$ cat src/fupe_pkg.sv
// fupe_pkg: constants, enums and carriers for the user-mode flash program/erase controller.
// assumes one hclk domain; the flash device is reached through a req/ack command port.
package fupe_pkg;
    // flash key values
    localparam logic [7:0]  KEY_DL     = 8'hA5;
    localparam logic [7:0]  KEY_PROG   = 8'h5A;
    localparam logic [7:0]  KEY_CLR    = 8'h00;
    // entry offsets above the download base, and the programming unit
    localparam logic [31:0] INIT_OFS   = 32'h0000_0020;
    localparam logic [31:0] PROG_OFS   = 32'h0000_0010;
    localparam logic [31:0] UNIT_BYTES = 32'h0000_0080;
    localparam logic [7:0]  ALIGN_LO0  = 8'h00;
    localparam logic [7:0]  ALIGN_LO1  = 8'h80;
    localparam logic [7:0]  RES_OK     = 8'h00;
    localparam int          DL_SEL_BIT = 2;
    // routine select byte: program select and erase select
    localparam logic [7:0]  SEL_PROG   = 8'h01;
    localparam logic [7:0]  SEL_ERASE  = 8'h02;
    // own registers, byte addresses
    localparam logic [7:0]  A_CTRL     = 8'h00;
    localparam logic [7:0]  A_BASE     = 8'h04;
    localparam logic [7:0]  A_DEST     = 8'h08;
    localparam logic [7:0]  A_SRC      = 8'h0C;
    localparam logic [7:0]  A_UNITS    = 8'h10;
    localparam logic [7:0]  A_FREQ     = 8'h14;
    localparam logic [7:0]  A_STATUS   = 8'h18;
    localparam int          CTRL_START = 0;
    localparam int          CTRL_ERASE = 1;
    localparam int          CTRL_MODE1 = 2;
    localparam logic [2:0]  CTRL_RST   = 3'h0;
    localparam logic [31:0] WORD_RST   = 32'h0000_0000;
    localparam logic [15:0] UNITS_RST  = 16'h0000;

    typedef enum logic [2:0] {OP_WR_KEY, OP_WR_SEL, OP_WR_BASE, OP_DOWNLOAD, OP_CALL} fupe_op_e;
    typedef enum logic [2:0] {E_NONE, E_DL, E_DL_SEL, E_INIT, E_ALIGN, E_REWRITE, E_PROG} fupe_err_e;

    typedef struct packed {
        logic        req;
        fupe_op_e    op;
        logic [31:0] addr;
        logic [31:0] gr0;
        logic [31:0] gr1;
        logic [7:0]  data;
    } fupe_dreq_s;

    typedef struct packed {
        logic        erase;
        logic        mode1;
        logic [31:0] base;
        logic [31:0] dest;
        logic [31:0] src;
        logic [31:0] freq;
        logic [15:0] units;
    } fupe_cfg_s;

    typedef struct packed {
        logic        busy;
        logic        done;
        fupe_err_e   err;
        logic [7:0]  result;
        logic [7:0]  dl_result;
    } fupe_sts_s;
endpackage : fupe_pkg

$ cat src/fupe_ctrl.sv
// fupe_ctrl: host-side sequencer that downloads, initialises and runs the flash programming routine.
// assumes the flash device answers each command on dev_cmd with a four-phase dev_ack handshake.
//
// Our own choices: the AHB-Lite interface to the registers and the register addresses.
`timescale 1ns/1ps
module fupe_ctrl
    import fupe_pkg::*;
(
    input  wire logic        hclk,
    input  wire logic        hresetn,
    input  wire logic        hsel,
    input  wire logic [31:0] haddr,
    input  wire logic [1:0]  htrans,
    input  wire logic        hwrite,
    input  wire logic [2:0]  hsize,
    input  wire logic [31:0] hwdata,
    input  wire logic        hready,
    output logic             hreadyout,
    output logic             hresp,
    output logic [31:0]      hrdata,
    output fupe_dreq_s       dev_cmd,
    input  wire logic        dev_ack,
    input  wire logic [7:0]  dev_result,
    output logic [1:0]       cc_mask,
    output logic             bus_hold
);
    typedef enum logic [4:0] {S_IDLE, S_SEL, S_BASE, S_KEYA5, S_DL, S_KEYCLR1, S_CHKDL, S_INIT,
                              S_CHKINIT, S_MASK, S_KEY5A, S_CHKADDR, S_PROG, S_CHKPROG, S_FINKEY,
                              S_END, S_WAIT, S_WAITLO} fupe_state_e;

    fupe_state_e state_reg;
    fupe_state_e ret_reg;
    fupe_cfg_s   cfg;
    fupe_sts_s   sts;
    logic        start;
    logic        ack_s;
    logic        block_reg;
    logic [7:0]  key_reg;
    logic [31:0] dest_reg;
    logic [31:0] src_reg;
    logic [15:0] left_reg;
    logic [31:0] hwm_reg;
    logic        hwm_valid_reg;
    logic        prog_call;
    logic        init_call;

    fupe_regs u_regs (
        .hclk      (hclk),
        .hresetn   (hresetn),
        .hsel      (hsel),
        .haddr     (haddr),
        .htrans    (htrans),
        .hwrite    (hwrite),
        .hwdata    (hwdata),
        .hready    (hready),
        .hreadyout (hreadyout),
        .hresp     (hresp),
        .hrdata    (hrdata),
        .cfg       (cfg),
        .start     (start),
        .sts       (sts)
    );

    fupe_sync u_ack_sync (
        .clk   (hclk),
        .rst_n (hresetn),
        .d     (dev_ack),
        .q     (ack_s)
    );

    function automatic fupe_dreq_s mk(fupe_op_e op, logic [31:0] addr, logic [31:0] gr0,
                                      logic [31:0] gr1, logic [7:0] data);
        fupe_dreq_s r;
        r = '{req: 1'b1, op: op, addr: addr, gr0: gr0, gr1: gr1, data: data};
        return r;
    endfunction : mk

    assign prog_call = dev_cmd.req && dev_cmd.op == OP_CALL && dev_cmd.addr == cfg.base + PROG_OFS;
    assign init_call = dev_cmd.req && dev_cmd.op == OP_CALL && dev_cmd.addr == cfg.base + INIT_OFS;

    // sequencer; hsize is ignored, only word transfers are expected
    always_ff @(posedge hclk or negedge hresetn) begin
        if (!hresetn) begin
            state_reg     <= S_IDLE;
            ret_reg       <= S_IDLE;
            dev_cmd       <= '0;
            sts           <= '{busy: 1'b0, done: 1'b0, err: E_NONE, result: 8'h00, dl_result: 8'h00};
            key_reg       <= KEY_CLR;
            dest_reg      <= WORD_RST;
            src_reg       <= WORD_RST;
            left_reg      <= UNITS_RST;
            hwm_reg       <= WORD_RST;
            hwm_valid_reg <= 1'b0;
        end else begin
            unique case (state_reg)
                S_IDLE: if (start) begin
                    sts.busy  <= 1'b1;
                    sts.done  <= 1'b0;
                    sts.err   <= E_NONE;
                    dest_reg  <= cfg.dest;
                    src_reg   <= cfg.src;
                    left_reg  <= cfg.units;
                    state_reg <= S_SEL;
                end
                S_SEL: begin
                    // exactly one routine selected
                    dev_cmd   <= mk(OP_WR_SEL, WORD_RST, WORD_RST, WORD_RST, cfg.erase ? SEL_ERASE : SEL_PROG);
                    ret_reg   <= S_BASE;
                    state_reg <= S_WAIT;
                end
                S_BASE: begin
                    // software keeps its 128-byte stack clear of the routine area named here
                    dev_cmd   <= mk(OP_WR_BASE, cfg.base, WORD_RST, WORD_RST, 8'h00);
                    ret_reg   <= S_KEYA5;
                    state_reg <= S_WAIT;
                end
                S_KEYA5: begin
                    dev_cmd   <= mk(OP_WR_KEY, WORD_RST, WORD_RST, WORD_RST, KEY_DL);
                    ret_reg   <= S_DL;
                    state_reg <= S_WAIT;
                end
                S_DL: begin
                    // the download brings the initialisation routine too
                    // request comes from this sequencer, never from code in the array
                    dev_cmd   <= mk(OP_DOWNLOAD, cfg.base, WORD_RST, WORD_RST, 8'h00);
                    ret_reg   <= S_KEYCLR1;
                    state_reg <= S_WAIT;
                end
                S_KEYCLR1: begin
                    dev_cmd   <= mk(OP_WR_KEY, WORD_RST, WORD_RST, WORD_RST, KEY_CLR);
                    ret_reg   <= S_CHKDL;
                    state_reg <= S_WAIT;
                end
                S_CHKDL: if (sts.dl_result == RES_OK) begin
                    state_reg <= S_INIT;
                end else begin
                    sts.err   <= sts.dl_result[DL_SEL_BIT] ? E_DL_SEL : E_DL;
                    state_reg <= S_END;
                end
                S_INIT: begin
                    // frequency range check is the routine's job; passed through untouched
                    dev_cmd   <= mk(OP_CALL, cfg.base + INIT_OFS, cfg.freq, WORD_RST, 8'h00);
                    ret_reg   <= S_CHKINIT;
                    state_reg <= S_WAIT;
                end
                S_CHKINIT: if (sts.result != RES_OK) begin
                    sts.err   <= E_INIT;
                    state_reg <= S_END;
                end else begin
                    // erase path stops once its routine is ready; block erase is driven elsewhere
                    state_reg <= cfg.erase ? S_END : S_MASK;
                end
                S_MASK: state_reg <= S_KEY5A;
                S_KEY5A: begin
                    dev_cmd   <= mk(OP_WR_KEY, WORD_RST, WORD_RST, WORD_RST, KEY_PROG);
                    ret_reg   <= S_CHKADDR;
                    state_reg <= S_WAIT;
                end
                S_CHKADDR: if (left_reg == UNITS_RST) begin
                    state_reg <= S_FINKEY;
                end else if (dest_reg[7:0] != ALIGN_LO0 && dest_reg[7:0] != ALIGN_LO1) begin
                    sts.err   <= E_ALIGN;
                    state_reg <= S_FINKEY;
                end else if (hwm_valid_reg && dest_reg < hwm_reg) begin
                    sts.err   <= E_REWRITE;
                    state_reg <= S_FINKEY;
                end else begin
                    state_reg <= S_PROG;
                end
                S_PROG: begin
                    dev_cmd   <= mk(OP_CALL, cfg.base + PROG_OFS, src_reg, dest_reg, 8'h00);
                    ret_reg   <= S_CHKPROG;
                    state_reg <= S_WAIT;
                end
                S_CHKPROG: if (sts.result == RES_OK) begin
                    dest_reg      <= dest_reg + UNIT_BYTES;
                    src_reg       <= src_reg + UNIT_BYTES;
                    left_reg      <= left_reg - 16'h0001;
                    hwm_reg       <= dest_reg + UNIT_BYTES;
                    hwm_valid_reg <= 1'b1;
                    state_reg     <= S_CHKADDR;
                end else begin
                    sts.err   <= E_PROG;
                    state_reg <= S_FINKEY;
                end
                S_FINKEY: begin
                    dev_cmd   <= mk(OP_WR_KEY, WORD_RST, WORD_RST, WORD_RST, KEY_CLR);
                    ret_reg   <= S_END;
                    state_reg <= S_WAIT;
                end
                S_END: begin
                    sts.busy  <= 1'b0;
                    sts.done  <= 1'b1;
                    state_reg <= S_IDLE;
                end
                S_WAIT: if (ack_s) begin
                    // result byte taken only on return, then held until the next call
                    dev_cmd.req <= 1'b0;
                    if (dev_cmd.op == OP_CALL) begin
                        sts.result <= dev_result;
                    end
                    if (dev_cmd.op == OP_DOWNLOAD) begin
                        sts.dl_result <= dev_result;
                    end
                    if (dev_cmd.op == OP_WR_KEY) begin
                        key_reg <= dev_cmd.data;
                    end
                    state_reg <= S_WAITLO;
                end
                S_WAITLO: if (!ack_s) begin
                    state_reg <= ret_reg;
                end
            endcase
        end
    end

    // interrupts stay open through initialisation; from arming until the job ends cc_mask[1] and bus_hold close, cc_mask[0] only with mode1
    always_ff @(posedge hclk or negedge hresetn) begin
        if (!hresetn) begin
            block_reg <= 1'b0;
        end else if (state_reg == S_MASK) begin
            block_reg <= 1'b1;
        end else if (state_reg == S_END) begin
            block_reg <= 1'b0;
        end
    end

    always_ff @(posedge hclk or negedge hresetn) begin
        if (!hresetn) begin
            cc_mask  <= 2'h0;
            bus_hold <= 1'b0;
        end else begin
            cc_mask  <= {block_reg, block_reg && cfg.mode1};
            bus_hold <= block_reg;
        end
    end

    property p_dl_keyed;
        @(posedge hclk) disable iff (!hresetn)
        $rose(dev_cmd.req) && dev_cmd.op == OP_DOWNLOAD |-> key_reg == KEY_DL;
    endproperty
    a_dl_keyed: assert property (p_dl_keyed) else $error("download without A5 key");

    property p_prog_armed;
        @(posedge hclk) disable iff (!hresetn)
        $rose(dev_cmd.req) && prog_call |-> key_reg == KEY_PROG && cc_mask[1] && bus_hold;
    endproperty
    a_prog_armed: assert property (p_prog_armed) else $error("program call not armed or masked");

    property p_init_open;
        @(posedge hclk) disable iff (!hresetn)
        init_call |-> !bus_hold && cc_mask == 2'h0;
    endproperty
    a_init_open: assert property (p_init_open) else $error("interrupts closed during init");

    property p_init_entry;
        @(posedge hclk) disable iff (!hresetn)
        state_reg == S_INIT |=> dev_cmd.req && dev_cmd.addr == cfg.base + 32'h0000_0020 && dev_cmd.gr0 == cfg.freq;
    endproperty
    a_init_entry: assert property (p_init_entry) else $error("init entry wrong");

    property p_prog_args;
        @(posedge hclk) disable iff (!hresetn)
        state_reg == S_PROG |=> dev_cmd.addr == cfg.base + 32'h0000_0010 && dev_cmd.gr1 == dest_reg
            && dev_cmd.gr0 == src_reg && dev_cmd.gr1[6:0] == 7'h00;
    endproperty
    a_prog_args: assert property (p_prog_args) else $error("program call arguments wrong");

    property p_advance;
        @(posedge hclk) disable iff (!hresetn)
        state_reg == S_CHKPROG && sts.result == RES_OK |=>
            dest_reg == $past(dest_reg) + 32'h0000_0080 && src_reg == $past(src_reg) + 32'h0000_0080;
    endproperty
    a_advance: assert property (p_advance) else $error("pointers not advanced by one unit");

    property p_key_cleared;
        @(posedge hclk) disable iff (!hresetn)
        $fell(sts.busy) |-> key_reg == KEY_CLR && !block_reg;
    endproperty
    a_key_cleared: assert property (p_key_cleared) else $error("job ended with key set");

    property p_cc_mode;
        @(posedge hclk) disable iff (!hresetn)
        $rose(block_reg) |=> cc_mask == {1'b1, cfg.mode1} ##1 cc_mask[1];
    endproperty
    a_cc_mode: assert property (p_cc_mode) else $error("mask bits wrong for mode");

    property p_result_hold;
        @(posedge hclk) disable iff (!hresetn)
        state_reg != S_WAIT |=> sts.result == $past(sts.result);
    endproperty
    a_result_hold: assert property (p_result_hold) else $error("result byte changed mid-call");

    property p_align;
        @(posedge hclk) disable iff (!hresetn)
        state_reg == S_CHKADDR && left_reg != 16'h0000 && dest_reg[6:0] != 7'h00 |=> sts.err == E_ALIGN;
    endproperty
    a_align: assert property (p_align) else $error("misaligned destination not refused");

    c_dl_ok:   cover property (@(posedge hclk) disable iff (!hresetn) state_reg == S_CHKDL && sts.dl_result == RES_OK);
    c_prog:    cover property (@(posedge hclk) disable iff (!hresetn) $rose(dev_cmd.req) && prog_call);
    c_err_end: cover property (@(posedge hclk) disable iff (!hresetn) $fell(sts.busy) && sts.err != E_NONE);
    c_erase:   cover property (@(posedge hclk) disable iff (!hresetn) $fell(sts.busy) && cfg.erase);
endmodule : fupe_ctrl

$ cat src/fupe_regs.sv
// fupe_regs: AHB-Lite slave holding the controller's own command and status registers.
// assumes single word transfers; zero wait states, always OKAY; unmapped reads give zero.
`timescale 1ns/1ps
module fupe_regs
    import fupe_pkg::*;
(
    input  wire logic        hclk,
    input  wire logic        hresetn,
    input  wire logic        hsel,
    input  wire logic [31:0] haddr,
    input  wire logic [1:0]  htrans,
    input  wire logic        hwrite,
    input  wire logic [31:0] hwdata,
    input  wire logic        hready,
    output logic             hreadyout,
    output logic             hresp,
    output logic [31:0]      hrdata,
    output fupe_cfg_s        cfg,
    output logic             start,
    input  wire fupe_sts_s   sts
);
    logic       wr_pend_reg;
    logic [7:0] wr_addr_reg;
    logic       acc;

    assign acc = hsel && htrans[1] && hready;

    always_ff @(posedge hclk or negedge hresetn) begin
        if (!hresetn) begin
            hreadyout <= 1'b0;
            hresp     <= 1'b0;
        end else begin
            hreadyout <= 1'b1;
            hresp     <= 1'b0;
        end
    end

    always_ff @(posedge hclk or negedge hresetn) begin
        if (!hresetn) begin
            wr_pend_reg <= 1'b0;
            wr_addr_reg <= 8'h00;
        end else begin
            wr_pend_reg <= acc && hwrite;
            wr_addr_reg <= haddr[7:0];
        end
    end

    // read data prepared in the address phase so it stands during the data phase
    always_ff @(posedge hclk or negedge hresetn) begin
        if (!hresetn) begin
            hrdata <= WORD_RST;
        end else if (acc && !hwrite) begin
            unique case (haddr[7:0])
                A_CTRL:   hrdata <= {29'h0, cfg.mode1, cfg.erase, 1'b0};
                A_BASE:   hrdata <= cfg.base;
                A_DEST:   hrdata <= cfg.dest;
                A_SRC:    hrdata <= cfg.src;
                A_UNITS:  hrdata <= {16'h0, cfg.units};
                A_FREQ:   hrdata <= cfg.freq;
                A_STATUS: hrdata <= {8'h0, sts.dl_result, sts.result, 1'b0, sts.err, 2'h0, sts.done, sts.busy};
                default:  hrdata <= WORD_RST;
            endcase
        end
    end

    always_ff @(posedge hclk or negedge hresetn) begin
        if (!hresetn) begin
            cfg   <= '{erase: 1'b0, mode1: 1'b0, base: WORD_RST, dest: WORD_RST,
                       src: WORD_RST, freq: WORD_RST, units: UNITS_RST};
            start <= 1'b0;
        end else begin
            start <= 1'b0;
            if (wr_pend_reg) begin
                unique case (wr_addr_reg)
                    A_CTRL: begin
                        start     <= hwdata[CTRL_START];
                        cfg.erase <= hwdata[CTRL_ERASE];
                        cfg.mode1 <= hwdata[CTRL_MODE1];
                    end
                    A_BASE:  cfg.base  <= hwdata;
                    A_DEST:  cfg.dest  <= hwdata;
                    A_SRC:   cfg.src   <= hwdata;
                    A_UNITS: cfg.units <= hwdata[15:0];
                    A_FREQ:  cfg.freq  <= hwdata;
                    default: ;
                endcase
            end
        end
    end
endmodule : fupe_regs

$ cat src/fupe_sync.sv
// fupe_sync: three-flop input synchroniser; output moves once stages two and three agree.
// assumes d is asynchronous to clk.
`timescale 1ns/1ps
module fupe_sync
    import fupe_pkg::*;
(
    input  wire logic clk,
    input  wire logic rst_n,
    input  wire logic d,
    output logic      q
);
    logic [2:0] sh_reg;

    always_ff @(posedge clk or negedge rst_n) begin
        if (!rst_n) begin
            sh_reg <= 3'h0;
        end else begin
            sh_reg <= {sh_reg[1:0], d};
        end
    end

    always_ff @(posedge clk or negedge rst_n) begin
        if (!rst_n) begin
            q <= 1'b0;
        end else if (sh_reg[1] == sh_reg[2]) begin
            q <= sh_reg[2];
        end
    end
endmodule : fupe_sync

$ cat config.mk
export PLATFORM = sky130hd
export DESIGN_NAME = fupe_ctrl
export DESIGN_NICKNAME = d
export VERILOG_FILES = /design/src/fupe_pkg.sv /design/src/fupe_ctrl.sv /design/src/fupe_regs.sv /design/src/fupe_sync.sv
export SDC_FILE = /design/constraint.sdc
export NUM_CORES = 1
export LEC_CHECK = 0
export ABC_AREA = 1
export BUFFER_PORTS_ARGS = -buffer_cell sky130_fd_sc_hd__clkbuf_2
export CORE_ASPECT_RATIO = 0.5
export CORE_UTILIZATION = 30
export CTS_CLUSTER_SIZE = 12
export DETAILED_ROUTE_END_ITERATION = 10
export PLACE_DENSITY_LB_ADDON = 0.08
export SYNTH_ARGS = -nofsm -noshare
export SYNTH_HDL_FRONTEND = slang
export SYNTH_HIERARCHICAL = 1
export SYNTH_SLANG_ARGS = --single-unit
export TNS_END_PERCENT = 50
$ cat constraint.sdc
create_clock -name hclk -period 2.05 [get_ports hclk]
set_input_delay 0 -clock hclk [delete_from_list [all_inputs] [get_ports hclk]]
set_output_delay 0 -clock hclk [all_outputs]
set_load 0.03 [all_outputs]
==> impl_results.html, run 1 <==
<table>
<tr><th>Metric</th><th>Value</th></tr>
<tr><th colspan="2">Clock network</th></tr>
<tr><td>Inserted Clock Buffers</td><td>47</td></tr>
<tr><td>Number of clock sinks seen by CTS</td><td>approximately 440</td></tr>
<tr><td>TritonCTS clock tree</td><td>done</td></tr>
<tr><td>CTS H-Tree Depth</td><td>2</td></tr>
<tr><td>Root cell of the clock tree</td><td>clkbuf_16</td></tr>
<tr><td>Largest buffer count on any clock path</td><td>3</td></tr>
<tr><td>Clock transition at the registers of the reported paths</td><td>about 60 ps</td></tr>
<tr><td>Later-pin clock latency in the skew report</td><td>620 ps</td></tr>
<tr><th colspan="2">Timing</th></tr>
<tr><td>Hold violation count in the final report</td><td>0</td></tr>
<tr><td>Setup repair after global routing missed its margin</td><td>true</td></tr>
<tr><td>Worst-case clock skew</td><td>28.71 ps</td></tr>
<tr><td>Highest clock frequency the design can meet</td><td>about 490 MHz</td></tr>
<tr><td>Final number of max-transition violations</td><td>0</td></tr>
<tr><td>Transition time at the pin with the least slew margin</td><td>726.4 ps</td></tr>
<tr><td>Clock period minus final worst setup slack</td><td>a little over 2000 ps</td></tr>
<tr><td>Headroom to the max-slew limit</td><td>roughly half</td></tr>
<tr><td>Post-layout worst setup margin</td><td>between 20 and 25 ps</td></tr>
<tr><td>Minimum hold slack</td><td>between 40 and 50 ps</td></tr>
<tr><td>Ratio of final minimum period to clock period</td><td>a little over nine tenths</td></tr>
<tr><td>Number of endpoints failing setup at the final stage</td><td>0</td></tr>
<tr><th colspan="2">Setup path</th></tr>
<tr><td>Classification of the worst setup path</td><td>flip-flop to flip-flop</td></tr>
<tr><td>Arrival time of the worst setup path</td><td>2570 ps</td></tr>
<tr><td>Number of cells on the worst reg-to-reg path</td><td>15</td></tr>
<tr><td>Critical path launch point type</td><td>flip-flop</td></tr>
<tr><td>Crit-path max FO</td><td>2</td></tr>
<tr><td>Crit end category</td><td>flip-flop</td></tr>
<tr><td>Data required time of the worst path</td><td>~2600 ps</td></tr>
<tr><th colspan="2">Run status</th></tr>
<tr><td>Status</td><td>finished, final reports clean</td></tr>
<tr><th colspan="2">Routing</th></tr>
<tr><td>Post-route DRC</td><td>0</td></tr>
<tr><td>Final wirelength</td><td>approximately 88,000 um</td></tr>
<tr><td>Detail-routed via count per cell</td><td>slightly below 5</td></tr>
<tr><td>Total number of vias</td><td>about 21,000</td></tr>
<tr><td>Wire length per cell</td><td>around 21 um</td></tr>
<tr><td>ANT nets after route</td><td>0</td></tr>
<tr><td>Count of TritonRoute iterations in the first routing pass</td><td>6</td></tr>
<tr><td>DR iter-0 viols</td><td>roughly 1,800</td></tr>
<tr><th colspan="2">Global routing</th></tr>
<tr><td>Number of global-route vias before repair</td><td>approximately 20,000</td></tr>
<tr><td>GRT Resource Usage Total</td><td>around 23%</td></tr>
<tr><td>Initial antenna violation count</td><td>8</td></tr>
<tr><td>Routing usage on met1</td><td>about a third</td></tr>
<tr><td>Global-route wire length before repair</td><td>around 130,000 um</td></tr>
<tr><td>Global routing met2 resource utilization</td><td>roughly a third</td></tr>
<tr><td>Most used routing layer in global routing</td><td>met1</td></tr>
<tr><td>Largest net degree at the start of global routing</td><td>74</td></tr>
<tr><td>Remaining Overflow, GRT</td><td>0</td></tr>
<tr><td>Global routing met3 resource utilization</td><td>under 10%</td></tr>
<tr><th colspan="2">Place</th></tr>
<tr><td>Total placed instance area</td><td>roughly 0.026 mm2</td></tr>
<tr><td>Number of port buffers</td><td>198</td></tr>
<tr><td>Cell Count Post-Placement</td><td>roughly 4,000</td></tr>
<tr><td>Last weighted congestion value of the routability-driven placer</td><td>0.8804</td></tr>
<tr><td>Dpl ws</td><td>-135.0 ps</td></tr>
<tr><td>Total half-perimeter wirelength after legalization and detailed placement</td><td>about 63,000 um</td></tr>
<tr><th colspan="2">Synth</th></tr>
<tr><td>Mapped Nets</td><td>between 2,000 and 3,000</td></tr>
<tr><td>Avg Inst Size Synth</td><td>roughly 8 um2</td></tr>
<tr><td>Warning count from the yosys run</td><td>6</td></tr>
<tr><td>Prevailing post-synth register cell</td><td>dfrtp_1</td></tr>
<tr><td>Proportion of synthesized flip-flops having asynchronous set or reset</td><td>between 90% and 100%</td></tr>
<tr><td>Synthesized instance count</td><td>2,769</td></tr>
<tr><td>Sequential-to-total area share from yosys stat</td><td>between 50% and 60%</td></tr>
<tr><td>Combined area of all synthesized cells</td><td>~0.022 mm2</td></tr>
<tr><td>Seq cells post-synth</td><td>between 400 and 500</td></tr>
<tr><td>Number of enable flip-flop cells after synthesis</td><td>0</td></tr>
<tr><td>Distinct cells, synth</td><td>~50</td></tr>
<tr><th colspan="2">Layout</th></tr>
<tr><td>Fraction of final layout cells sized beyond drive strength 1</td><td>22.85%</td></tr>
<tr><td>Post-route standard cell area excluding fillers</td><td>0.02906 mm2</td></tr>
<tr><td>Final Non-Filler Cells</td><td>around 4,200</td></tr>
<tr><td>Synth-to-layout area growth</td><td>31.49%</td></tr>
<tr><td>Largest reg by FF count</td><td>u_regs/cfg</td></tr>
<tr><td>Post-layout nets</td><td>approximately 3,300</td></tr>
<tr><td>Largest registers</td><td>u_regs/cfg x146, dev_cmd x104</td></tr>
<tr><td>Max reg flops</td><td>roughly 150</td></tr>
<tr><th colspan="2">Worst hold path</th></tr>
<tr><td>Class of the tightest hold or removal check</td><td>input port to flip-flop</td></tr>
<tr><td>Worst hold stages</td><td>2</td></tr>
<tr><th colspan="2">Floorplan</th></tr>
<tr><td>Die width</td><td>385.9 um</td></tr>
<tr><td>Die height</td><td>~190 um</td></tr>
<tr><td>Die ar.</td><td>~0.075 mm2</td></tr>
<tr><td>Standard-cell row count</td><td>69</td></tr>
<tr><td>Area of the core region</td><td>just over 0.07 mm2</td></tr>
<tr><td>I/O pins</td><td>~230</td></tr>
<tr><td>Initial core utilization</td><td>30.73%</td></tr>
<tr><th colspan="2">Pwr</th></tr>
<tr><td>PwrDens</td><td>just under 900 mW/mm2</td></tr>
<tr><td>Pwr Total</td><td>between 20,000 and 30,000 uW</td></tr>
<tr><td>IR drop worst, VDD</td><td>approximately 0.58 mV</td></tr>
<tr><td>Pleak</td><td>around 0.015 uW</td></tr>
<tr><th colspan="2">Run</th></tr>
<tr><td>Number of violations of the max-capacitance limit</td><td>0</td></tr>
</table>
## cells in the final DEF (no fill, tap or decap), drive strengths merged, types with 26 or more instances in the layout
| master | count |
|---|---|
| inv | 274 |
| clkbuf | 272 |
| dfrtp | 443 |
| nand2 | 763 |
| nand4 | 26 |
| nor3 | 36 |
| o21ai | 365 |
| dlygate4sd3 | 52 |
| buf | 296 |
| xor2 | 30 |
| nand3 | 247 |
| ha | 36 |
| a21oi | 77 |
| nor2 | 181 |
| o22ai | 26 |
| a22oi | 35 |
## synth_stat cells (35+ instances only)
library cell  count  area [um2]
o21ai_0         240        1201
nor2_1          164       615.6
a21oi_1          75       375.4
clkbuf_1         49       183.9
inv_1           256       960.9
buf_2            65       325.3
o21ai_1         124       620.6
a22oi_1          35       262.8
nand2_1         760        2853
dfrtp_1         443       11090
nand3_1         243        1216
ha_1             36       450.4
## metal layers
| metal | up-vias | routed length [um] |
|---|---|---|
| met5 | - | 0 |
| met4 | 0 | 1759 |
| met3 | 89 | 5107 |
| met2 | 596 | 37860 |
| met1 | 10178 | 43270 |
| li1 | 10099 | - |
## worst paths after layout
kind / from / end / slack (ps)
setup reg to reg: left_reg[0]$_DFFE_PN0P_ / left_reg[4]$_DFFE_PN0P_ / 20
hold / removal: dev_ack / u_ack_sync/sh_reg[0]$_DFF_PN0_ / 50
setup / recovery: left_reg[0]$_DFFE_PN0P_ / left_reg[4]$_DFFE_PN0P_ / 20
max in group asynchronous: hresetn / dest_reg[10]$_DFFE_PN0P_ / 1500
min in group asynchronous: hresetn / dev_cmd[106]$_DFFE_PN0P_ / 60
hold reg to reg: u_ack_sync/sh_reg[0]$_DFF_PN0_ / u_ack_sync/sh_reg[1]$_DFF_PN0_ / 350
## final cells by class
cell class | instances | area (um2)
multi-input cells | 1913 | 9908
well taps | 958 | 1199
inverters | 272 | 1026
clock inverters | 12 | 146.4
repair buffers | 551 | 4337
clock buffers | 69 | 1349
flip-flops and latches | 443 | 11090
fillers | 7421 | 42850
diodes | 1 | 2.502
## metrics by stage
| step | utilization, % | TNS [ps] |
|---|---|---|
| 6_report | 40.41 | 0 |
| 5_1_grt | 40.41 | -818.1 |
| 4_1_cts | 39.06 | -85.36 |
| 3_5_place_dp | 36.01 | -961.1 |
| 3_3_place_gp | 36.01 | -1542 |
| 2_1_floorplan | - | 0 |
## worst max-delay path, cell delays in order (launching register included)
cell and delay (ps):
dfrtp_1 380, inv_2 80, ha_4 140, inv_2 40
nor2_4 100, nand2_2 80, buf_4 140, buf_4 120
buf_4 120, buf_4 120, buf_4 120, buf_4 120
buf_4 110, nor2_1 90, a21oi_1 50, o21ai_1 130
## what timing repair did
item                                    4_1_cts  5_1_grt
gates cloned                                  0        7
hold buffers                                 53        0
buffers inserted                             11       28
resized for setup                            25      168
endpoints found under the hold margin       635        0
pin swaps                                    11       67
endpoints found under the setup margin       41      147
## where the power goes
| group | leakage (uW) | internal [uW] | switching, uW | total [uW] |
|---|---|---|---|---|
| clock network | 0.000739 | 4920 | 3830 | 8750 |
| registers | 0.00510 | 9330 | 502 | 9830 |
| logic | 0.00913 | 2630 | 3900 | 6530 |
| total | 0.0150 | 16900 | 8230 | 25100 |
## kinds of logic (layout without fill, tap and decap cells)
| family | after synthesis | after routing | share of synthesized area [%] |
|---|---|---|---|
| flops | 443 | 443 | 50.16 |
| xor+xnor | 31 | 31 | 1.228 |
| other cells | 2 | 3 | 0.03398 |
| buf+inv | 413 | 904 | 7.807 |
| simple gates | 1275 | 1275 | 24.43 |
| fa+ha+maj | 36 | 36 | 2.038 |
| compound gates | 569 | 569 | 14.31 |
Power figures use the tool's default switching activity.
==> inputs of run 2 (changes only) <==
--- a/config.mk
+++ b/config.mk
@@ -6,7 +6,7 @@
 export NUM_CORES = 1
 export LEC_CHECK = 0
 export ABC_AREA = 1
-export BUFFER_PORTS_ARGS = -buffer_cell sky130_fd_sc_hd__clkbuf_2
+export BUFFER_PORTS_ARGS = -buffer_cell sky130_fd_sc_hd__buf_2
 export CORE_ASPECT_RATIO = 0.5
 export CORE_UTILIZATION = 30
 export CTS_CLUSTER_SIZE = 12
==> impl_results.html, run 2 (synthesized netlist as in run 1, its figures left out) <==
<table>
<tr><th>Metric</th><th>Value</th></tr>
<tr><th colspan="2">Run status</th></tr>
<tr><td>Status</td><td>complete, but fails checks</td></tr>
<tr><td>Violated checks</td><td>setup timing</td></tr>
<tr><th colspan="2">Floorplan</th></tr>
<tr><td>Die ar.</td><td>0.07483 mm2 (unchanged)</td></tr>
<tr><td>Die width</td><td>385.9 um (unchanged)</td></tr>
<tr><td>Area of the core region</td><td>0.07192 mm2 (unchanged)</td></tr>
<tr><td>Standard-cell row count</td><td>69 (unchanged)</td></tr>
<tr><td>I/O pins</td><td>228 (unchanged)</td></tr>
<tr><td>Die height</td><td>193.9 um (unchanged)</td></tr>
<tr><td>Initial core utilization</td><td>30.73% (unchanged)</td></tr>
<tr><th colspan="2">Setup path</th></tr>
<tr><td>Worst-path cell with the longest stage delay</td><td>dfrtp_2</td></tr>
<tr><td>Crit-path max FO</td><td>8 (+6)</td></tr>
<tr><td>Worst R2R End</td><td>dev_cmd[87]$_DFFE_PN0P_</td></tr>
<tr><td>Largest stage delay, worst path</td><td>450 ps (+70 ps)</td></tr>
<tr><td>Crit end category</td><td>flip-flop</td></tr>
<tr><td>Number of cells on the worst reg-to-reg path</td><td>12 (-3)</td></tr>
<tr><td>Data required time of the worst path</td><td>2510 ps (-80 ps)</td></tr>
<tr><td>Source of the worst register-to-register timing path</td><td>state_reg[1]$_DFFE_PN0P_</td></tr>
<tr><td>Register-to-Register Setup Slack</td><td>-40 ps (-60 ps)</td></tr>
<tr><td>Critical path launch point type</td><td>flip-flop</td></tr>
<tr><td>Classification of the worst setup path</td><td>flip-flop to flip-flop</td></tr>
<tr><td>Ordered list of cells on the worst path</td><td>nor2_1 &gt; nand2_2 &gt; buf_4 &gt; o21ai_2 &gt; nor2_4 &gt; nand3_4 &gt; a21oi_4 &gt; buf_8 &gt; buf_16 &gt; buf_6 &gt; nand2_1 &gt; o2111ai_2</td></tr>
<tr><td>Arrival time of the worst setup path</td><td>2550 ps (-20 ps)</td></tr>
<tr><th colspan="2">Pwr</th></tr>
<tr><td>Pleak</td><td>0.01500 uW (+0.19%)</td></tr>
<tr><td>Pwr Total</td><td>25,200 uW (+0.36%)</td></tr>
<tr><td>PwrDens</td><td>871.0 mW/mm2 (+0.81%)</td></tr>
<tr><td>IR drop worst, VDD</td><td>0.6656 mV (+15%)</td></tr>
<tr><th colspan="2">Timing</th></tr>
<tr><td>Setup repair after global routing missed its margin</td><td>true</td></tr>
<tr><td>Final number of max-transition violations</td><td>0 (unchanged)</td></tr>
<tr><td>Hold violation count in the final report</td><td>0 (unchanged)</td></tr>
<tr><td>Minimum hold slack</td><td>52.95 ps (+7.296 ps)</td></tr>
<tr><td>Worst-case clock skew</td><td>30.23 ps (+1.518 ps)</td></tr>
<tr><td>Ratio of final minimum period to clock period</td><td>102.0% (+3.1 points)</td></tr>
<tr><td>Highest clock frequency the design can meet</td><td>478.4 MHz (-3.0%)</td></tr>
<tr><td>Headroom to the max-slew limit</td><td>53.50% (+1.9 points)</td></tr>
<tr><td>Post-layout worst setup margin</td><td>-40.25 ps (-63.43 ps)</td></tr>
<tr><td>Number of endpoints failing setup at the final stage</td><td>6 (+6)</td></tr>
<tr><td>Clock period minus final worst setup slack</td><td>2090 ps (+63.43 ps)</td></tr>
<tr><td>Transition time at the pin with the least slew margin</td><td>697.6 ps (-28.82 ps)</td></tr>
<tr><th colspan="2">Worst hold path</th></tr>
<tr><td>Class of the tightest hold or removal check</td><td>input port to flip-flop</td></tr>
<tr><td>Origin of the worst min-delay path</td><td>haddr[5]</td></tr>
<tr><td>Worst hold stages</td><td>2 (unchanged)</td></tr>
<tr><td>Hold-critical path endpoint</td><td>u_regs/wr_addr_reg[5]$_DFF_PN0_</td></tr>
<tr><th colspan="2">Clock network</th></tr>
<tr><td>Clock transition at the registers of the reported paths</td><td>70 ps (about the same)</td></tr>
<tr><td>Later-pin clock latency in the skew report</td><td>610 ps (about the same)</td></tr>
<tr><td>CTS H-Tree Depth</td><td>2 (unchanged)</td></tr>
<tr><td>Inserted Clock Buffers</td><td>46 (-2.1%)</td></tr>
<tr><td>Root cell of the clock tree</td><td>clkbuf_16</td></tr>
<tr><td>Largest buffer count on any clock path</td><td>3 (unchanged)</td></tr>
<tr><td>TritonCTS clock tree</td><td>done</td></tr>
<tr><td>Number of clock sinks seen by CTS</td><td>443 (unchanged)</td></tr>
<tr><th colspan="2">Layout</th></tr>
<tr><td>Commonest non-fill, non-tap cells in the layout</td><td>nand2_1, dfrtp_1, inv_1</td></tr>
<tr><td>Final Non-Filler Cells</td><td>4,209 (-0.24%)</td></tr>
<tr><td>Fraction of final layout cells sized beyond drive strength 1</td><td>23.04% (+0.19 points)</td></tr>
<tr><td>Largest registers</td><td>u_regs/cfg x146, dev_cmd x104</td></tr>
<tr><td>Max reg flops</td><td>146 (unchanged)</td></tr>
<tr><td>Synth-to-layout area growth</td><td>30.90%</td></tr>
<tr><td>Most common cell after layout, fill and taps aside</td><td>nand2_1</td></tr>
<tr><td>Post-layout nets</td><td>3,341 (-0.18%)</td></tr>
<tr><td>Antenna diodes</td><td>0 (-1)</td></tr>
<tr><td>Fill count</td><td>7,401 (-0.27%)</td></tr>
<tr><td>Largest reg by FF count</td><td>u_regs/cfg</td></tr>
<tr><th colspan="2">Routing</th></tr>
<tr><td>Count of TritonRoute iterations in the first routing pass</td><td>5 (-1)</td></tr>
<tr><td>ANT nets after route</td><td>0 (unchanged)</td></tr>
<tr><td>Detail-routed via count per cell</td><td>4.963 (-0.11%)</td></tr>
<tr><td>DR iter-0 viols</td><td>1,560 (-15%)</td></tr>
<tr><td>Final wirelength</td><td>87,920 um (about the same)</td></tr>
<tr><td>Wire length per cell</td><td>20.89 um (+0.16%)</td></tr>
<tr><td>Total number of vias</td><td>20,889 (-0.35%)</td></tr>
<tr><td>Post-route DRC</td><td>0 (unchanged)</td></tr>
<tr><th colspan="2">Place</th></tr>
<tr><td>Last weighted congestion value of the routability-driven placer</td><td>0.8864 (+0.68%)</td></tr>
<tr><td>Cell Count Post-Placement</td><td>4,040 (+0.050%)</td></tr>
<tr><td>Total half-perimeter wirelength after legalization and detailed placement</td><td>63,410 um (about the same)</td></tr>
<tr><td>Number of port buffers</td><td>198 (unchanged)</td></tr>
<tr><th colspan="2">Global routing</th></tr>
<tr><td>GRT Resource Usage Total</td><td>23.11% (-0.046 points)</td></tr>
<tr><td>Number of global-route vias before repair</td><td>20,295 (+1.0%)</td></tr>
<tr><td>Initial antenna violation count</td><td>5 (-3)</td></tr>
<tr><td>Remaining Overflow, GRT</td><td>0 (unchanged)</td></tr>
<tr><td>Largest net degree at the start of global routing</td><td>71 (-4.1%)</td></tr>
<tr><td>Global-route wire length before repair</td><td>130,600 um (about the same)</td></tr>
<tr><th colspan="2">Run</th></tr>
<tr><td>Number of violations of the max-capacitance limit</td><td>0 (unchanged)</td></tr>
</table>
run 2: changes by cell type in the layout (fill, tap and decap cells not counted), moves of 5 or more:
cell	previous run	this run
nand2_2	36	44
nand2_4	5	12
clkbuf_2	197	0
o21ai_2	3	9
nand2_1	721	707
o21ai_1	139	134
buf_4	247	241
buf_2	0	197
run 2: stage by stage:
step	instance area (um2)	setup slack (ps)	utilization, %	setup TNS, ps
floorplan	22100	147.2	-	0
global placement	25870	-128.9	35.97	-2385
detailed placement	25870	-148.7	35.97	-1651
CTS	27950	-14.42	38.87	-33.26
global route	28930	-215.9	40.23	-2522
finish	28930	-40.25	40.23	-137.1
run 2: critical path: cells and delay by family (launching register included):
| kind | cells | cell delay, ps |
|---|---|---|
| buffers and inverters | 4 | 610 |
| AND/OR/NAND/NOR | 5 | 480 |
| flip-flops | 1 | 450 |
| AO/OA/AOI/OAI | 3 | 380 |
run 2: final cells by class:
cell class	instances	area [um2]	share of cell area (%)
Sequential cell	443	11100	38.37
Multi-Input combinational cell	1913	9897	34.21
Timing Repair Buffer	546	4303	14.87
Clock buffer	70	1355	4.684
Tap cell	958	1199	4.143
Inverter	272	1040	3.594
Clock inverter	7	37.54	0.1297
run 2: per-layer routing:
metal,GRT usage [%],up-vias,wire [um]
li1,-,10069,-
met3,4.453,85,5123
met5,0,-,0
met2,34.28,488,38240
met4,4.743,0,1611
met1,34.57,10247,42950
run 2: how the worst max path moves through the flow:
stage	start	to	slack, ps	depth (start not counted)
6_report	state_reg[1]$_DFFE_PN0P_	dev_cmd[87]$_DFFE_PN0P_	-40	12
5_1_grt	left_reg[1]$_DFFE_PN0P_	sts[18]$_DFFE_PN0P_	-220	16
4_1_cts	left_reg[1]$_DFFE_PN0P_	state_reg[1]$_DFFE_PN0P_	-10	15
3_5_place_dp	dest_reg[8]$_DFFE_PN0P_	dest_reg[31]$_DFFE_PN0P_	-150	14
3_3_place_gp	state_reg[1]$_DFFE_PN0P_	dest_reg[6]$_DFFE_PN0P_	-130	10
2_1_floorplan	left_reg[0]$_DFFE_PN0P_	sts[16]$_DFFE_PN0P_	150	16
run 2: report_power, final:
group	switching, uW	internal [uW]
logic	4140	2940
clock network	3770	4530
registers	493	9330
run 2: timing repair:
action,in CTS,in global routing
setup buffers,6,25
endpoints found under the setup margin,69,151
gates cloned,0,7
resized for setup,31,187
hold endpoints to repair,639,0
pin swaps,7,60
hold buffers,54,0
==> inputs of run 3 (changes only) <==
--- a/config.mk
+++ b/config.mk
@@ -7,7 +7,6 @@
 export LEC_CHECK = 0
 export ABC_AREA = 1
 export BUFFER_PORTS_ARGS = -buffer_cell sky130_fd_sc_hd__buf_2
-export CORE_ASPECT_RATIO = 0.5
 export CORE_UTILIZATION = 30
 export CTS_CLUSTER_SIZE = 12
 export DETAILED_ROUTE_END_ITERATION = 10
==> impl_results.html, run 3 (synthesized netlist as in run 1, its figures left out) <==
<table>
<tr><th>Metric</th><th>Value</th></tr>
<tr><th colspan="2">Layout</th></tr>
<tr><td>Most common cell after layout, fill and taps aside</td><td>nand2_1</td></tr>
<tr><td>Post-route standard cell area excluding fillers</td><td>0.02921 mm2 (+0.97%)</td></tr>
<tr><td>Largest reg by FF count</td><td>u_regs/cfg</td></tr>
<tr><td>Commonest non-fill, non-tap cells in the layout</td><td>nand2_1, dfrtp_1, inv_1</td></tr>
<tr><td>Post-layout nets</td><td>3,331 (-0.30%)</td></tr>
<tr><td>Largest registers</td><td>u_regs/cfg x146, dev_cmd x104</td></tr>
<tr><td>Antenna diodes</td><td>0 (unchanged)</td></tr>
<tr><td>Fraction of final layout cells sized beyond drive strength 1</td><td>22.59% (-0.45 points)</td></tr>
<tr><td>Utilization of the core after routing</td><td>40.04% (-0.19 points)</td></tr>
<tr><td>Fill count</td><td>7,439 (+0.51%)</td></tr>
<tr><td>Max reg flops</td><td>146 (unchanged)</td></tr>
<tr><td>Synth-to-layout area growth</td><td>32.17%</td></tr>
<tr><th colspan="2">Setup path</th></tr>
<tr><td>Classification of the worst setup path</td><td>flip-flop to flip-flop</td></tr>
<tr><td>Source of the worst register-to-register timing path</td><td>dest_reg[8]$_DFFE_PN0P_</td></tr>
<tr><td>Number of cells on the worst reg-to-reg path</td><td>15 (+3)</td></tr>
<tr><td>Crit-path max FO</td><td>3 (-5)</td></tr>
<tr><td>Critical path launch point type</td><td>flip-flop</td></tr>
<tr><td>Launch point of the critical path</td><td>dest_reg[8]$_DFFE_PN0P_</td></tr>
<tr><td>Register-to-Register Setup Slack</td><td>6 ps (+50 ps)</td></tr>
<tr><td>Crit end category</td><td>flip-flop</td></tr>
<tr><td>Worst R2R End</td><td>dest_reg[21]$_DFFE_PN0P_</td></tr>
<tr><td>Arrival time of the worst setup path</td><td>2540 ps (about the same)</td></tr>
<tr><td>Critical Path Sink</td><td>dest_reg[21]$_DFFE_PN0P_</td></tr>
<tr><td>Data required time of the worst path</td><td>2540 ps (+30 ps)</td></tr>
<tr><th colspan="2">Floorplan</th></tr>
<tr><td>Area of the core region</td><td>0.07296 mm2 (+1.5%)</td></tr>
<tr><td>Initial core utilization</td><td>30.29% (-0.44 points)</td></tr>
<tr><td>Die width</td><td>273.4 um (-29%)</td></tr>
<tr><td>Die height</td><td>273.4 um (+41%)</td></tr>
<tr><td>Die ar.</td><td>0.07476 mm2 (about the same)</td></tr>
<tr><td>Standard-cell row count</td><td>99 (+43%)</td></tr>
<tr><td>I/O pins</td><td>228 (unchanged)</td></tr>
<tr><th colspan="2">Timing</th></tr>
<tr><td>Transition time at the pin with the least slew margin</td><td>704.9 ps (+7.331 ps)</td></tr>
<tr><td>Highest clock frequency the design can meet</td><td>489.2 MHz (+2.2%)</td></tr>
<tr><td>Headroom to the max-slew limit</td><td>53.01% (-0.49 points)</td></tr>
<tr><td>Ratio of final minimum period to clock period</td><td>99.72% (-2.2 points)</td></tr>
<tr><td>Number of endpoints failing setup at the final stage</td><td>0 (-6)</td></tr>
<tr><td>Clock period minus final worst setup slack</td><td>2044 ps (-45.93 ps)</td></tr>
<tr><td>Worst-case clock skew</td><td>23.34 ps (-6.893 ps)</td></tr>
<tr><td>Hold violation count in the final report</td><td>0 (unchanged)</td></tr>
<tr><td>Final number of max-transition violations</td><td>0 (unchanged)</td></tr>
<tr><td>Setup repair after global routing missed its margin</td><td>true</td></tr>
<tr><th colspan="2">Place</th></tr>
<tr><td>Total placed instance area</td><td>0.02568 mm2 (-0.73%)</td></tr>
<tr><td>Total half-perimeter wirelength after legalization and detailed placement</td><td>64,540 um (+1.8%)</td></tr>
<tr><td>Number of port buffers</td><td>198 (unchanged)</td></tr>
<tr><td>Last weighted congestion value of the routability-driven placer</td><td>0.8801 (-0.71%)</td></tr>
<tr><th colspan="2">Global routing</th></tr>
<tr><td>Largest net degree at the start of global routing</td><td>99 (+39%)</td></tr>
<tr><td>Initial antenna violation count</td><td>1 (-4)</td></tr>
<tr><td>Number of global-route vias before repair</td><td>20,741 (+2.2%)</td></tr>
<tr><td>GRT Resource Usage Total</td><td>23.65% (+0.54 points)</td></tr>
<tr><td>Global-route wire length before repair</td><td>133,500 um (+2.3%)</td></tr>
<tr><td>Remaining Overflow, GRT</td><td>0 (unchanged)</td></tr>
<tr><th colspan="2">Pwr</th></tr>
<tr><td>Combinational cell fraction of total power</td><td>26.1% (-2.0 points)</td></tr>
<tr><td>Switching power of the nets</td><td>8620 uW (+2.5%)</td></tr>
<tr><td>IR drop worst, VDD</td><td>0.7061 mV (+6.1%)</td></tr>
<tr><td>PwrDens</td><td>918.7 mW/mm2 (+5.5%)</td></tr>
<tr><td>Clock network fraction of total power</td><td>37.2% (+4.3 points)</td></tr>
<tr><td>Pleak</td><td>0.01512 uW (+0.80%)</td></tr>
<tr><td>Cell Int Power</td><td>18,220 uW (+8.5%)</td></tr>
<tr><td>Proportion of power drawn by flip-flops and latches</td><td>36.7% (-2.3 points)</td></tr>
<tr><td>Switching portion of total power</td><td>32.12% (-1.2 points)</td></tr>
<tr><th colspan="2">Routing</th></tr>
<tr><td>ANT nets after route</td><td>0 (unchanged)</td></tr>
<tr><td>Detail-routed via count per cell</td><td>5.057 (+1.9%)</td></tr>
<tr><td>Final wirelength</td><td>91,040 um (+3.5%)</td></tr>
<tr><td>WL met2</td><td>42,620 um (+11%)</td></tr>
<tr><td>Total number of vias</td><td>21,307 (+2.0%)</td></tr>
<tr><td>Detailed-route wire length on metal 1</td><td>41,540 um (-3.3%)</td></tr>
<tr><td>Sum of met3 wire segment lengths after detailed routing</td><td>4292 um (-16%)</td></tr>
<tr><td>Post-route DRC</td><td>0 (unchanged)</td></tr>
<tr><td>Count of TritonRoute iterations in the first routing pass</td><td>6 (+1)</td></tr>
<tr><td>Highest metal layer with signal wires</td><td>met4</td></tr>
<tr><td>Wire length per cell</td><td>21.61 um (+3.4%)</td></tr>
<tr><td>DR iter-0 viols</td><td>1,535 (-1.6%)</td></tr>
<tr><th colspan="2">Run</th></tr>
<tr><td>Number of violations of the max-capacitance limit</td><td>0 (unchanged)</td></tr>
<tr><th colspan="2">Clock network</th></tr>
<tr><td>Number of clock sinks seen by CTS</td><td>443 (unchanged)</td></tr>
<tr><td>Inserted Clock Buffers</td><td>54 (+17%)</td></tr>
<tr><td>Largest buffer count on any clock path</td><td>3 (unchanged)</td></tr>
<tr><td>Later-pin clock latency in the skew report</td><td>630 ps (+20 ps)</td></tr>
<tr><td>Clock transition at the registers of the reported paths</td><td>60 ps (about the same)</td></tr>
<tr><td>Root cell of the clock tree</td><td>clkbuf_16</td></tr>
<tr><td>TritonCTS clock tree</td><td>done</td></tr>
<tr><td>CTS H-Tree Depth</td><td>2 (unchanged)</td></tr>
<tr><th colspan="2">Worst hold path</th></tr>
<tr><td>Class of the tightest hold or removal check</td><td>input port to async pin</td></tr>
<tr><th colspan="2">Run status</th></tr>
<tr><td>Status</td><td>finished, final reports clean</td></tr>
</table>
-- run 3: changes by cell type in the layout (fill, tap and decap cells not counted), sizes merged --
cell | before | now
dlygate4sd3 | 53 | 56
bufbuf | 0 | 1
bufinv | 0 | 5
clkinvlp | 4 | 1
clkinv | 6 | 15
clkbuf | 76 | 85
inv | 269 | 271
buf | 487 | 464
-- run 3: repair_timing --
item | 4_1_cts | 5_1_grt
endpoints found under the setup margin | 46 | 191
hold endpoints to repair | 642 | 0
pin swaps | 23 | 34
gates cloned | 1 | 8
setup buffers | 15 | 22
resized for setup | 36 | 147
hold buffers | 57 | 0
-- run 3: worst min path at each step --
stage                                         end  depth (start not counted)    start  slack [ps]
after floorplan             block_reg$_DFFE_PN0P_                          0  hresetn        -300
after global placement    dev_cmd[17]$_DFFE_PN0P_                          1  hresetn        -100
after detailed placement  dev_cmd[17]$_DFFE_PN0P_                          1  hresetn         -90
after CTS                 dev_cmd[17]$_DFFE_PN0P_                          3  hresetn           7
after global routing      dev_cmd[17]$_DFFE_PN0P_                          3  hresetn          30
final                     dev_cmd[17]$_DFFE_PN0P_                          3  hresetn          40
-- run 3: per-layer routing --
layer  global-route usage (%)  vias to the layer above
met5                        0                        -
met1                    33.24                    10460
met4                    6.322                        0
met3                    2.781                      134
li1                         -                    10041
met2                    38.35                      672
-- run 3: worst max-delay path, cell delays in order, from the launching register on --
cell and delay, ps:
dfrtp_1 400, buf_4 150, ha_4 160, nand3_4 90, nor3_4 50, nand2_2 100, inv_2 50, buf_4 120
buf_4 120, buf_4 120, buf_4 120, buf_4 120, a21oi_2 100, nor2_1 60, nor2_1 90, o22ai_1 80
-- run 3: area by class of cell --
class                      count  area (um2)  area share, %
clock buffer                  78        1563          5.350
inverter                     272        1026          3.512
clock inverter                20       250.2         0.8567
tap                          959        1200          4.108
multi-input combinational   1913        9848          33.71
timing repair buffer         528        4217          14.44
sequential                   443       11110          38.02
-- run 3: power groups by stage --
stage / Combinational (uW) / Sequential [uW] / Clock [uW]
2_1_floorplan: 2190 / 10500 / 0
3_3_place_gp: 5060 / 9970 / 0
3_5_place_dp: 5050 / 9980 / 0
4_1_cts: 5230 / 9830 / 10200
5_1_grt: 7540 / 9930 / 10500
6_report: 7010 / 9850 / 9970
-- run 3: per-stage QoR --
step / hold WS (ps) / std cells / setup WS [ps] / TNS (ps) / total power (uW)
detailed placement: -92.36 / 4014 / -216.0 / -1304 / 15030
finish: 38.09 / 4213 / 5.686 / 0 / 26840
CTS: 6.674 / 4184 / -52.68 / -146.7 / 25310
global route: 33.20 / 4213 / -105.6 / -951.1 / 28010
floorplan: -295.6 / 2769 / 147.2 / 0 / 12660
global placement: -97.05 / 4014 / -179.9 / -1301 / 15030
